$ cat src/design/mrs_pkg.sv
// Constants shared by the remote start/stop controller end and master end
// Operation
// - Command refused unless unlock register newly written
// - Master writes fresh unlock value before command
// - Code 0xAA starts, 0x55 stops engine
// - Master waits for controller response before command (master here sends after a fixed GAP, no response read)
// - One second gap between unlock and command
// - Commands act only with momentary start type
// - Frame: address, function 6, register, value
// - CRC appended low byte first
// - Both writes go to slave address 10
// - Sixteen-bit unlock counter increments, wraps at 65535
// - Unlock register 22, command register 19
// - Status codes: 0 normal through 4 flow
`default_nettype none
package mrs_pkg;

  // ==========================================================
  // Frame and register map
  localparam logic [7:0]  SLAVE_ADDR      = 8'h0A;
  localparam logic [7:0]  FUNC_WRITE_ONE  = 8'h06;
  localparam logic [15:0] REG_COMMAND     = 16'h0013;
  localparam logic [15:0] REG_UNLOCK      = 16'h0016;
  localparam logic [15:0] CMD_START       = 16'h00AA;
  localparam logic [15:0] CMD_STOP        = 16'h0055;
  localparam logic [15:0] CRC_INIT        = 16'hFFFF;
  localparam logic [15:0] CRC_POLY        = 16'hA001;
  localparam logic [15:0] UNLOCK_RESET    = 16'h0000;
  localparam int          FRAME_BYTES     = 8;

  // ==========================================================
  // Status codes
  localparam logic [7:0]  STAT_NORMAL     = 8'h00;
  localparam logic [7:0]  STAT_LOW_OIL    = 8'h01;
  localparam logic [7:0]  STAT_HIGH_TEMP  = 8'h02;
  localparam logic [7:0]  STAT_AUX3       = 8'h03;
  localparam logic [7:0]  STAT_FLOW_LOSS  = 8'h04;

  // ==========================================================
  // Timing
  localparam int          CLK_HZ          = 10_000_000;
  localparam int          GAP_MS          = 1000;
  localparam int          GAP_CYCLES      = CLK_HZ / 1000 * GAP_MS;

  // One byte step of CRC-16
  function automatic logic [15:0] crc_byte(input logic [15:0] crc, input logic [7:0] b);
    logic [15:0] c;
    c = crc ^ {8'h00, b};
    for (int i = 0; i < 8; i++)
    begin
      c = c[0] ? ((c >> 1) ^ CRC_POLY) : (c >> 1);
    end
    return c;
  endfunction : crc_byte

endpackage : mrs_pkg
`default_nettype wire

$ cat src/design/mrs_link_if.sv
// Byte link carrying Modbus frames between master and controller
`timescale 1ns/10ps
`default_nettype none
interface mrs_link_if;
  logic       valid;
  logic [7:0] data;
  logic       ready;
  modport master (output valid, output data, input ready);
  modport ctrl   (input valid, input data, output ready);
endinterface : mrs_link_if
`default_nettype wire

$ cat src/design/mrs_ctrl.sv
// Controller end: decodes write frames, gates start/stop behind unlock
`timescale 1ns/10ps
`default_nettype none
module mrs_ctrl (
  input  wire logic    clk,
  input  wire logic    rst_n,
  mrs_link_if.ctrl     link,
  input  wire logic    momentary_mode,
  input  wire logic [7:0] fault_code,
  output logic         engine_start,
  output logic         engine_stop,
  output logic         cmd_rejected,
  output logic         crc_error,
  output logic [15:0]  unlock_value,
  output logic [7:0]   status_code
);

  logic [2:0]   idx_q, idx_d;
  logic [7:0]   buf_q [0:5];
  logic [7:0]   buf_d [0:5];
  logic [15:0]  crc_q, crc_d;
  logic [7:0]   crc_lo_q, crc_lo_d;
  logic [15:0]  unl_q, unl_d;
  logic         armed_q, armed_d;
  logic         start_q, start_d;
  logic         stop_q, stop_d;
  logic         rej_q, rej_d;
  logic         crce_q, crce_d;
  logic [7:0]   stat_q, stat_d;
  logic [15:0]  radr;
  logic [15:0]  val;
  logic         frame_ok;

  assign link.ready   = 1'b1;
  assign engine_start = start_q;
  assign engine_stop  = stop_q;
  assign cmd_rejected = rej_q;
  assign crc_error    = crce_q;
  assign unlock_value = unl_q;
  assign status_code  = stat_q;

  // ==========================================================
  // Receive and execute
  always_comb
  begin
    idx_d    = idx_q;
    buf_d    = buf_q;
    crc_d    = crc_q;
    crc_lo_d = crc_lo_q;
    unl_d    = unl_q;
    armed_d  = armed_q;
    start_d  = 1'b0;
    stop_d   = 1'b0;
    rej_d    = 1'b0;
    crce_d   = 1'b0;
    radr     = {buf_q[2], buf_q[3]};
    val      = {buf_q[4], link.data};
    frame_ok = 1'b0;
    // Codes 0 to 4 pass through; other faults also reported as read
    stat_d   = fault_code;
    if (link.valid)
    begin
      idx_d = idx_q + 3'd1;
      if (idx_q < 3'd6)
      begin
        buf_d[idx_q] = link.data;
        crc_d        = mrs_pkg::crc_byte(crc_q, link.data);
      end
      else if (idx_q == 3'd6)
      begin
        crc_lo_d = link.data;
      end
      else
      begin
        crc_d    = mrs_pkg::CRC_INIT;
        frame_ok = ({link.data, crc_lo_q} == crc_q)
                   && buf_q[0] == mrs_pkg::SLAVE_ADDR
                   && buf_q[1] == mrs_pkg::FUNC_WRITE_ONE;
        crce_d   = ({link.data, crc_lo_q} != crc_q);
        radr     = {buf_q[2], buf_q[3]};
        val      = {buf_q[4], buf_q[5]};
        if (frame_ok && radr == mrs_pkg::REG_UNLOCK)
        begin
          if (val != unl_q)
          begin
            armed_d = 1'b1;
          end
          unl_d = val;
        end
        else if (frame_ok && radr == mrs_pkg::REG_COMMAND)
        begin
          if (armed_q && momentary_mode
              && (val == mrs_pkg::CMD_START || val == mrs_pkg::CMD_STOP))
          begin
            start_d = (val == mrs_pkg::CMD_START);
            stop_d  = (val == mrs_pkg::CMD_STOP);
            armed_d = 1'b0;
          end
          else
          begin
            rej_d = 1'b1;
          end
        end
      end
    end
  end

  always_ff @(posedge clk or negedge rst_n)
  begin
    if (!rst_n)
    begin
      idx_q    <= 3'd0;
      for (int i = 0; i < 6; i++)
      begin
        buf_q[i] <= 8'h00;
      end
      crc_q    <= mrs_pkg::CRC_INIT;
      crc_lo_q <= 8'h00;
      unl_q    <= mrs_pkg::UNLOCK_RESET;
      armed_q  <= 1'b0;
      start_q  <= 1'b0;
      stop_q   <= 1'b0;
      rej_q    <= 1'b0;
      crce_q   <= 1'b0;
      stat_q   <= mrs_pkg::STAT_NORMAL;
    end
    else
    begin
      idx_q    <= idx_d;
      buf_q    <= buf_d;
      crc_q    <= crc_d;
      crc_lo_q <= crc_lo_d;
      unl_q    <= unl_d;
      armed_q  <= armed_d;
      start_q  <= start_d;
      stop_q   <= stop_d;
      rej_q    <= rej_d;
      crce_q   <= crce_d;
      stat_q   <= stat_d;
    end
  end

endmodule : mrs_ctrl
`default_nettype wire

$ cat src/flat_wrapper.sv
// flat-port wrapper written by rule: the top's interface ports become plain ports
module mrs_ctrl_flat 
  (clk, rst_n, momentary_mode, fault_code, engine_start, engine_stop, cmd_rejected, crc_error, unlock_value, status_code, link_valid, link_data, link_ready);
  mrs_link_if link_i ();
  input  wire logic clk;
  input  wire logic rst_n;
  input  wire logic momentary_mode;
  input  wire logic [7:0] fault_code;
  output logic engine_start;
  output logic engine_stop;
  output logic cmd_rejected;
  output logic crc_error;
  output logic [15:0] unlock_value;
  output logic [7:0] status_code;
  input wire logic [$bits(link_i.valid)-1:0] link_valid;
  input wire logic [$bits(link_i.data)-1:0] link_data;
  output wire logic [$bits(link_i.ready)-1:0] link_ready;
  assign link_i.valid = link_valid;
  assign link_i.data = link_data;
  assign link_ready = link_i.ready;
  mrs_ctrl u_core (.clk(clk), .rst_n(rst_n), .link(link_i), .momentary_mode(momentary_mode), .fault_code(fault_code), .engine_start(engine_start), .engine_stop(engine_stop), .cmd_rejected(cmd_rejected), .crc_error(crc_error), .unlock_value(unlock_value), .status_code(status_code));
endmodule
$ cat config.mk
export PLATFORM = sky130hd
export DESIGN_NAME = mrs_ctrl_flat
export DESIGN_NICKNAME = d
export VERILOG_FILES = /design/src/design/mrs_pkg.sv /design/src/design/mrs_link_if.sv /design/src/design/mrs_ctrl.sv /design/src/flat_wrapper.sv
export SDC_FILE = /design/constraint.sdc
export NUM_CORES = 1
export LEC_CHECK = 0
export BUFFER_PORTS_ARGS = -buffer_cell sky130_fd_sc_hd__buf_2
export CORE_MARGIN = 5
export CORE_UTILIZATION = 50
export CTS_CLUSTER_SIZE = 16
export DETAILED_ROUTE_END_ITERATION = 8
export PLACE_DENSITY_LB_ADDON = 0.3
export SYNTH_ARGS = -nofsm -noshare
export SYNTH_HDL_FRONTEND = slang
export SYNTH_SLANG_ARGS = --single-unit
export TNS_END_PERCENT = 5
$ cat constraint.sdc
create_clock -name clk -period 3.06 [get_ports clk]
set_input_delay 0 -clock clk [delete_from_list [all_inputs] [get_ports clk]]
set_output_delay 0 -clock clk [all_outputs]
set_load 0.01 [all_outputs]
Yosys cells after proc, flatten, opt, wreduce, memory -nomap -nowiden
Index checks and enable logic that the tools add are counted.

word-level totals
  register bits = 104
  bits of input ports = 20
  output and inout bits = 29
  logic and storage cells = 97

operators by class
  add/subtract/negate cells = 1
  order comparisons = 3
  equal/unequal tests = 12
  muxes and demuxes = 38
  bitwise gates (word level) = 12
  reductions and logical operators = 15

operators by type and width
  cell                                                      count
  2-to-1 mux 16 bit                                         10
  bitwise mux 48 bit                                        1
  == test 16 x 5 -> 1 bit, second input constant            2
  != test 16 bit                                            2
  2-to-1 mux 1 bit                                          25
  demux 8 bit (select 3 bit)                                1
  inverter 2 -> 3 bit                                       8
  == test 16 bit                                            1
  == test 16 x 7 -> 1 bit, second input constant            1
  == test 16 x 8 -> 1 bit, second input constant            1
  XOR 16 x 8 -> 16 bit                                      1
  == test 8 x 3 -> 1 bit, second input constant             1
  == test 8 x 4 -> 1 bit, second input constant             1
  2-to-1 mux 8 bit                                          1
  logical AND 1 bit                                         7
  AND reduction 6 bit                                       1
  greater-or-equal comparator 4 bit, second input constant  1
  < comparator 4 x 1 -> 1 bit, second input constant        1
  inverter 3 -> 4 bit                                       1
  AND reduction 2 bit                                       2
  AND reduction 4 bit                                       1
  nonzero test 2 bit                                        2
  adder 3 x 1 -> 3 bit, second input constant               1
  == test 3 bit, second input constant                      1
  6 further kinds                                           7

Logic depth before layout (Yosys ltp)
  word-level depth = 18
  mapped depth = 8
  gate-level depth less buffers = 7

Least setup slack after synthesis
No wires, ideal clock.

  path kind = register -> register
  start point = register u_core.idx_q[0]
  end point = register u_core.unl_q[10] (netlist: u_core.unlock_value[10])
  library setup time = 0.125 ns
  arrival time = 2.057 ns
  required time = 2.935 ns
  path slack = 0.878 ns
  cell stages (with the launch flop) = 9
  buffers on the path = 1
  clock period less this slack = 2.182 ns
  cells stage by stage = dfrtp_1 > inv_1 > ha_1 > nand4b_1 > nand3b_1 > nor3_1 > nand4b_4 > buf_6 > mux2_4

on the way
  cells in the longest elaborated chain, start to end = 3
  elaborated cells on any way between the ends = 5
  classes of those cells = 1 x order compare; 1 x eq/ne; 2 x bitwise; 1 x reduce/logical

ends and longest elaborated chain
  item                                                        line                            RTL
  start, declared                                             mrs_ctrl.sv:18                  logic [2:0] idx_q, idx_d;
  start signal, assigned                                      mrs_ctrl.sv:129                 idx_q <= idx_d;
  < comparator 3 bit / == test 3 bit (equally long branches)  mrs_ctrl.sv:64, mrs_ctrl.sv:69
  inverter 1 bit (no source line)                             n/a
  AND reduction 4 bit (no source line) (*)                    n/a
  end signal, assigned                                        mrs_ctrl.sv:119                 unl_q <= mrs_pkg::UNLOCK_RESET;
  end signal, assigned                                        mrs_ctrl.sv:133                 unl_q <= unl_d;
  end, declared                                               mrs_ctrl.sv:23                  logic [15:0] unl_q, unl_d;

Every way passes the cells marked *; elsewhere a longest branch is shown, timed or not.
A chain may end at the register's enable or synchronous reset.

Worst setup path after layout
  start point = register u_core.idx_q[1]
  end point = register u_core.unl_q[7] (netlist: u_core.unlock_value[7])

The elaborated chain is that of the path after synthesis.

==> key figures <==
Floorplanning
  • Number of ports placed on the die boundary: a little under 50
  • Initial core utilization: between 50% and 60%
  • Die outline width: around 110 um
  • Die height: 108 um
  • Overall die area: about 0.012 mm^2
  • Standard cell core area: 0.00924 mm^2
  • Total number of placement rows: 35

Pwr
  • Flop pwr share: between 40 and 50%
  • Power spent charging and discharging nets: 1.64 mW
  • Maximum vdd drop: 596 uV
  • Switching fraction of total power: 32.1%
  • Cell internal pwr: 3.46 mW
  • Logic pwr share: between 30% and 40%
  • Power per standard cell area: 946 mW/mm^2
  • Leakage power: 2.38 nW
  • Share of power burned in the clock network: between 10% and 20%

Detailed routing
  • Drt pass-1 iters: 4
  • Drt drc: 0
  • Vias per cell: roughly 5.4
  • Final routed wire length divided by cell count: 17.2 um
  • Total detailed-routing wirelength: ~9100 um
  • DRC marker count from the first detailed-route iteration: 85
  • Count of vias placed by the detailed router: 2844
  • Post-DRT Antenna Nets: 0

Placement
  • Final Wtd Congestion: 0.783
  • Detailed-placement wirelength estimate: 6360 um
  • Count of buffers inserted at the top-level ports: 47

STA
  • RSZ-0062 raised after global routing: no
  • Final count of pins violating max slew: 0
  • Clock tree skew after final layout: 10.6 ps
  • Final period util: 84.0%
  • Final setup TNS: 0 ps
  • Count of endpoints failing hold in the final timing report: 0
  • Top achievable clock speed: 389 MHz
  • Hold Slack: slightly above 60 ps
  • Clock period minus worst slack: 2570 ps
  • Slew at the pin closest to its max-slew limit: 961 ps
  • Final-report setup violation count: 0
  • Worst slew margin: between 30% and 40%

Synth
  • Mean instance size in the synthesized netlist: roughly 14 um^2
  • Unique cell type count in the Yosys netlist: 42
  • Synthesis warning total: 0
  • Number of standard cells after synthesis: 339
  • Sequential-to-total area share from yosys stat: 55.2%
  • Post-synthesis net count: 361
  • Area of the mapped netlist: 0.00475 mm^2
  • Async set or reset register ratio after synthesis: 100%
  • Most used flip-flop cell after synthesis: dfrtp_1
  • Register bit total from synthesis: 104
  • EDFF count, synth: 0

Worst setup path
  • Endpoint of the lowest-slack register-to-register path: u_core.unlock_value[7]
  • Critical Path Source Type: flip-flop
  • R2r setup slk: 490 ps
  • CP max FO: 17
  • Data required time of the worst path: roughly 3300 ps
  • Data arrival at the endpoint of the critical path: 2820 ps
  • Slowest cell on the critical path: dfrtp_1
  • Startpoint of the lowest-slack register-to-register path: u_core.idx_q[1]
  • Path depth of the worst reg2reg path: 6
  • Ordered list of cells on the worst path: ha_1, nand4b_1, nand3b_1, nor3_1, nand4b_4, mux2_4
  • Classification of the worst setup path: reg -> reg
  • Critical Path Max Stage Delay: 540 ps
  • Critical path capture point type: flip-flop

Layout
  • Number of filler instances in the final layout: 759
  • Nets@finish: 417
  • Final antenna diode count: 0
  • Area growth, synth to finish: 13.4%
  • Fraction of layout cells with a size suffix above 1: 41.8%

Worst hold path
  • Type of the most critical hold path: in -> reg
  • Startpoint of the lowest-slack hold path: link_data[0]
  • Hold depth: 2
  • Endpoint, Worst Hold: u_core.buf_q[40]

Global route
  • Pin count of the biggest net entering global routing: 64
  • Final global-route overflow total: 0
  • First-pass GRT wire length: between 15000 and 20000 um
  • Number of global-route vias before repair: 2930
  • Antenna violations before repair: 0
  • GRT Overall Usage: 17.1%

Clock network
  • Clock transition at the registers of the reported paths: 100 ps
  • H-tree levels: 3
  • Maximum count of clock buffers along a single path: 2
  • CTS Buf Count: 9
  • Clock Root Buffer: clkbuf_8
  • Clock Latency Late Sink: ~360 ps
  • Count of clock tree sinks: roughly 100
  • CTS tree: done

Job
  • Reported max-cap violation count: 0

Status
  • Result of the run: finished clean
-- cell usage after synthesis, drive strengths merged (3+ instances only) --
library cell	n	share of area, %
buf	9	1.6
nand4	10	1.4
or4	3	0.47
xor2	3	0.55
clkbuf	6	0.50
xnor2	50	9.8
a21oi	11	1.2
nand4b	4	1.1
inv	3	0.24
nor4bb	4	0.84
or3	3	0.39
o22a	8	1.5
nand2	7	0.55
nor4b	5	0.92
mux2	72	18
dfstp	16	8.8
nor4	8	1.5
dfrtp	88	46
nor2	12	0.95
-- cell families after synthesis --
| family | share of synthesized area (%) |
|---|---|
| other cells | 0.0789 |
| compound gates | 3.08 |
| mux | 17.8 |
| xor+xnor | 11.4 |
| simple gates | 9.69 |
| flops | 55.2 |
| fa+ha+maj | 0.526 |
| buf+inv | 2.32 |
-- repair_timing --
action | in CTS | in global routing
setup buffers | 0 | 0
endpoints found under the hold margin | 62 | 0
gates resized for setup | 0 | 0
hold buffers | 10 | 0
-- layout make-up --
cell class | count | area, um^2 | share of cell area (%)
inverters | 3 | 11.3 | 0.209
repair buffers | 60 | 360 | 6.69
clock buffers | 10 | 138 | 2.55
flip-flops and latches | 104 | 2620 | 48.7
multi-input cells | 217 | 2020 | 37.5
well taps | 129 | 161 | 2.99
clock inverters | 6 | 76.3 | 1.42
-- stage by stage --
step           total power, mW  setup WS, ps  util, %  cell area [um^2]  cells
2_1_floorplan             3.86           878        -              4750    339
3_3_place_gp              4.18           621     54.9              5080    503
3_5_place_dp              4.24           507     54.9              5080    503
4_1_cts                   5.16           490     58.3              5390    529
5_1_grt                   5.44           315     58.3              5390    529
6_report                  5.10           490     58.3              5390    529
-- placed cells by master (no fill, tap or decap), drive strengths merged, types with 2 or more instances in the layout --
cell type,count
inv,5
nand3b,2
buf,50
nor3b,2
xor2,3
ha,2
dlygate4sd3,10
xnor2,50
dfrtp,88
a21oi,11
or4,3
dfstp,16
clkbuf,10
nor2,12
nor4b,5
o22a,8
nor4bb,4
nand4,10
nor3,2
xnor3,2
clkinv,3
or3,3
mux2,72
nand4b,4
nand2,7
nor4,8
-- state kept, by name, summed over array words and instances (netlist names) --
signal and flops:
u_core.crc_lo_q 8, u_core.unlock_value 16, u_core.buf_q 48, u_core.armed_q 1
u_core.crc_q 16, u_core.engine_start 1, u_core.crc_error 1, u_core.idx_q 3
u_core.cmd_rejected 1, u_core.engine_stop 1, u_core.status_code 8
-- power by group through the flow --
stage	logic (mW)	clock network [mW]	registers, mW
detailed placement	1.79	0	2.45
global route	1.95	0.987	2.50
floorplan	1.56	0	2.30
global placement	1.76	0	2.42
finish	1.78	0.896	2.42
CTS	1.81	0.930	2.43
-- how the worst max path moves through the flow --
stage                               start                      end  slack [ps]  cells past startpoint
final                     u_core.idx_q[1]   u_core.unlock_value[7]         490                      6
after global routing      u_core.idx_q[1]  u_core.unlock_value[11]         320                      6
after CTS                 u_core.idx_q[1]   u_core.unlock_value[7]         490                      6
after detailed placement  u_core.idx_q[1]  u_core.unlock_value[10]         510                      6
after global placement    u_core.idx_q[1]  u_core.unlock_value[15]         620                      6
after floorplan           u_core.idx_q[0]  u_core.unlock_value[10]         880                      8
-- worst max-delay path: cells and delay by family, from the launching register on --
family	cells	cell delay (ps)
and+or+nand+nor	4	1240
adders and majority gates	1	270
DFF	1	540
muxes	1	410
-- per-layer routing --
layer	vias to the layer above	global-route usage, %	wire (um)
met5	-	0	0
met4	0	5.68	100
met3	9	2.76	267
met2	47	26.6	4430
met1	1473	24.4	4290
li1	1315	-	-
Note: power is estimated with default switching activity, not from simulation.
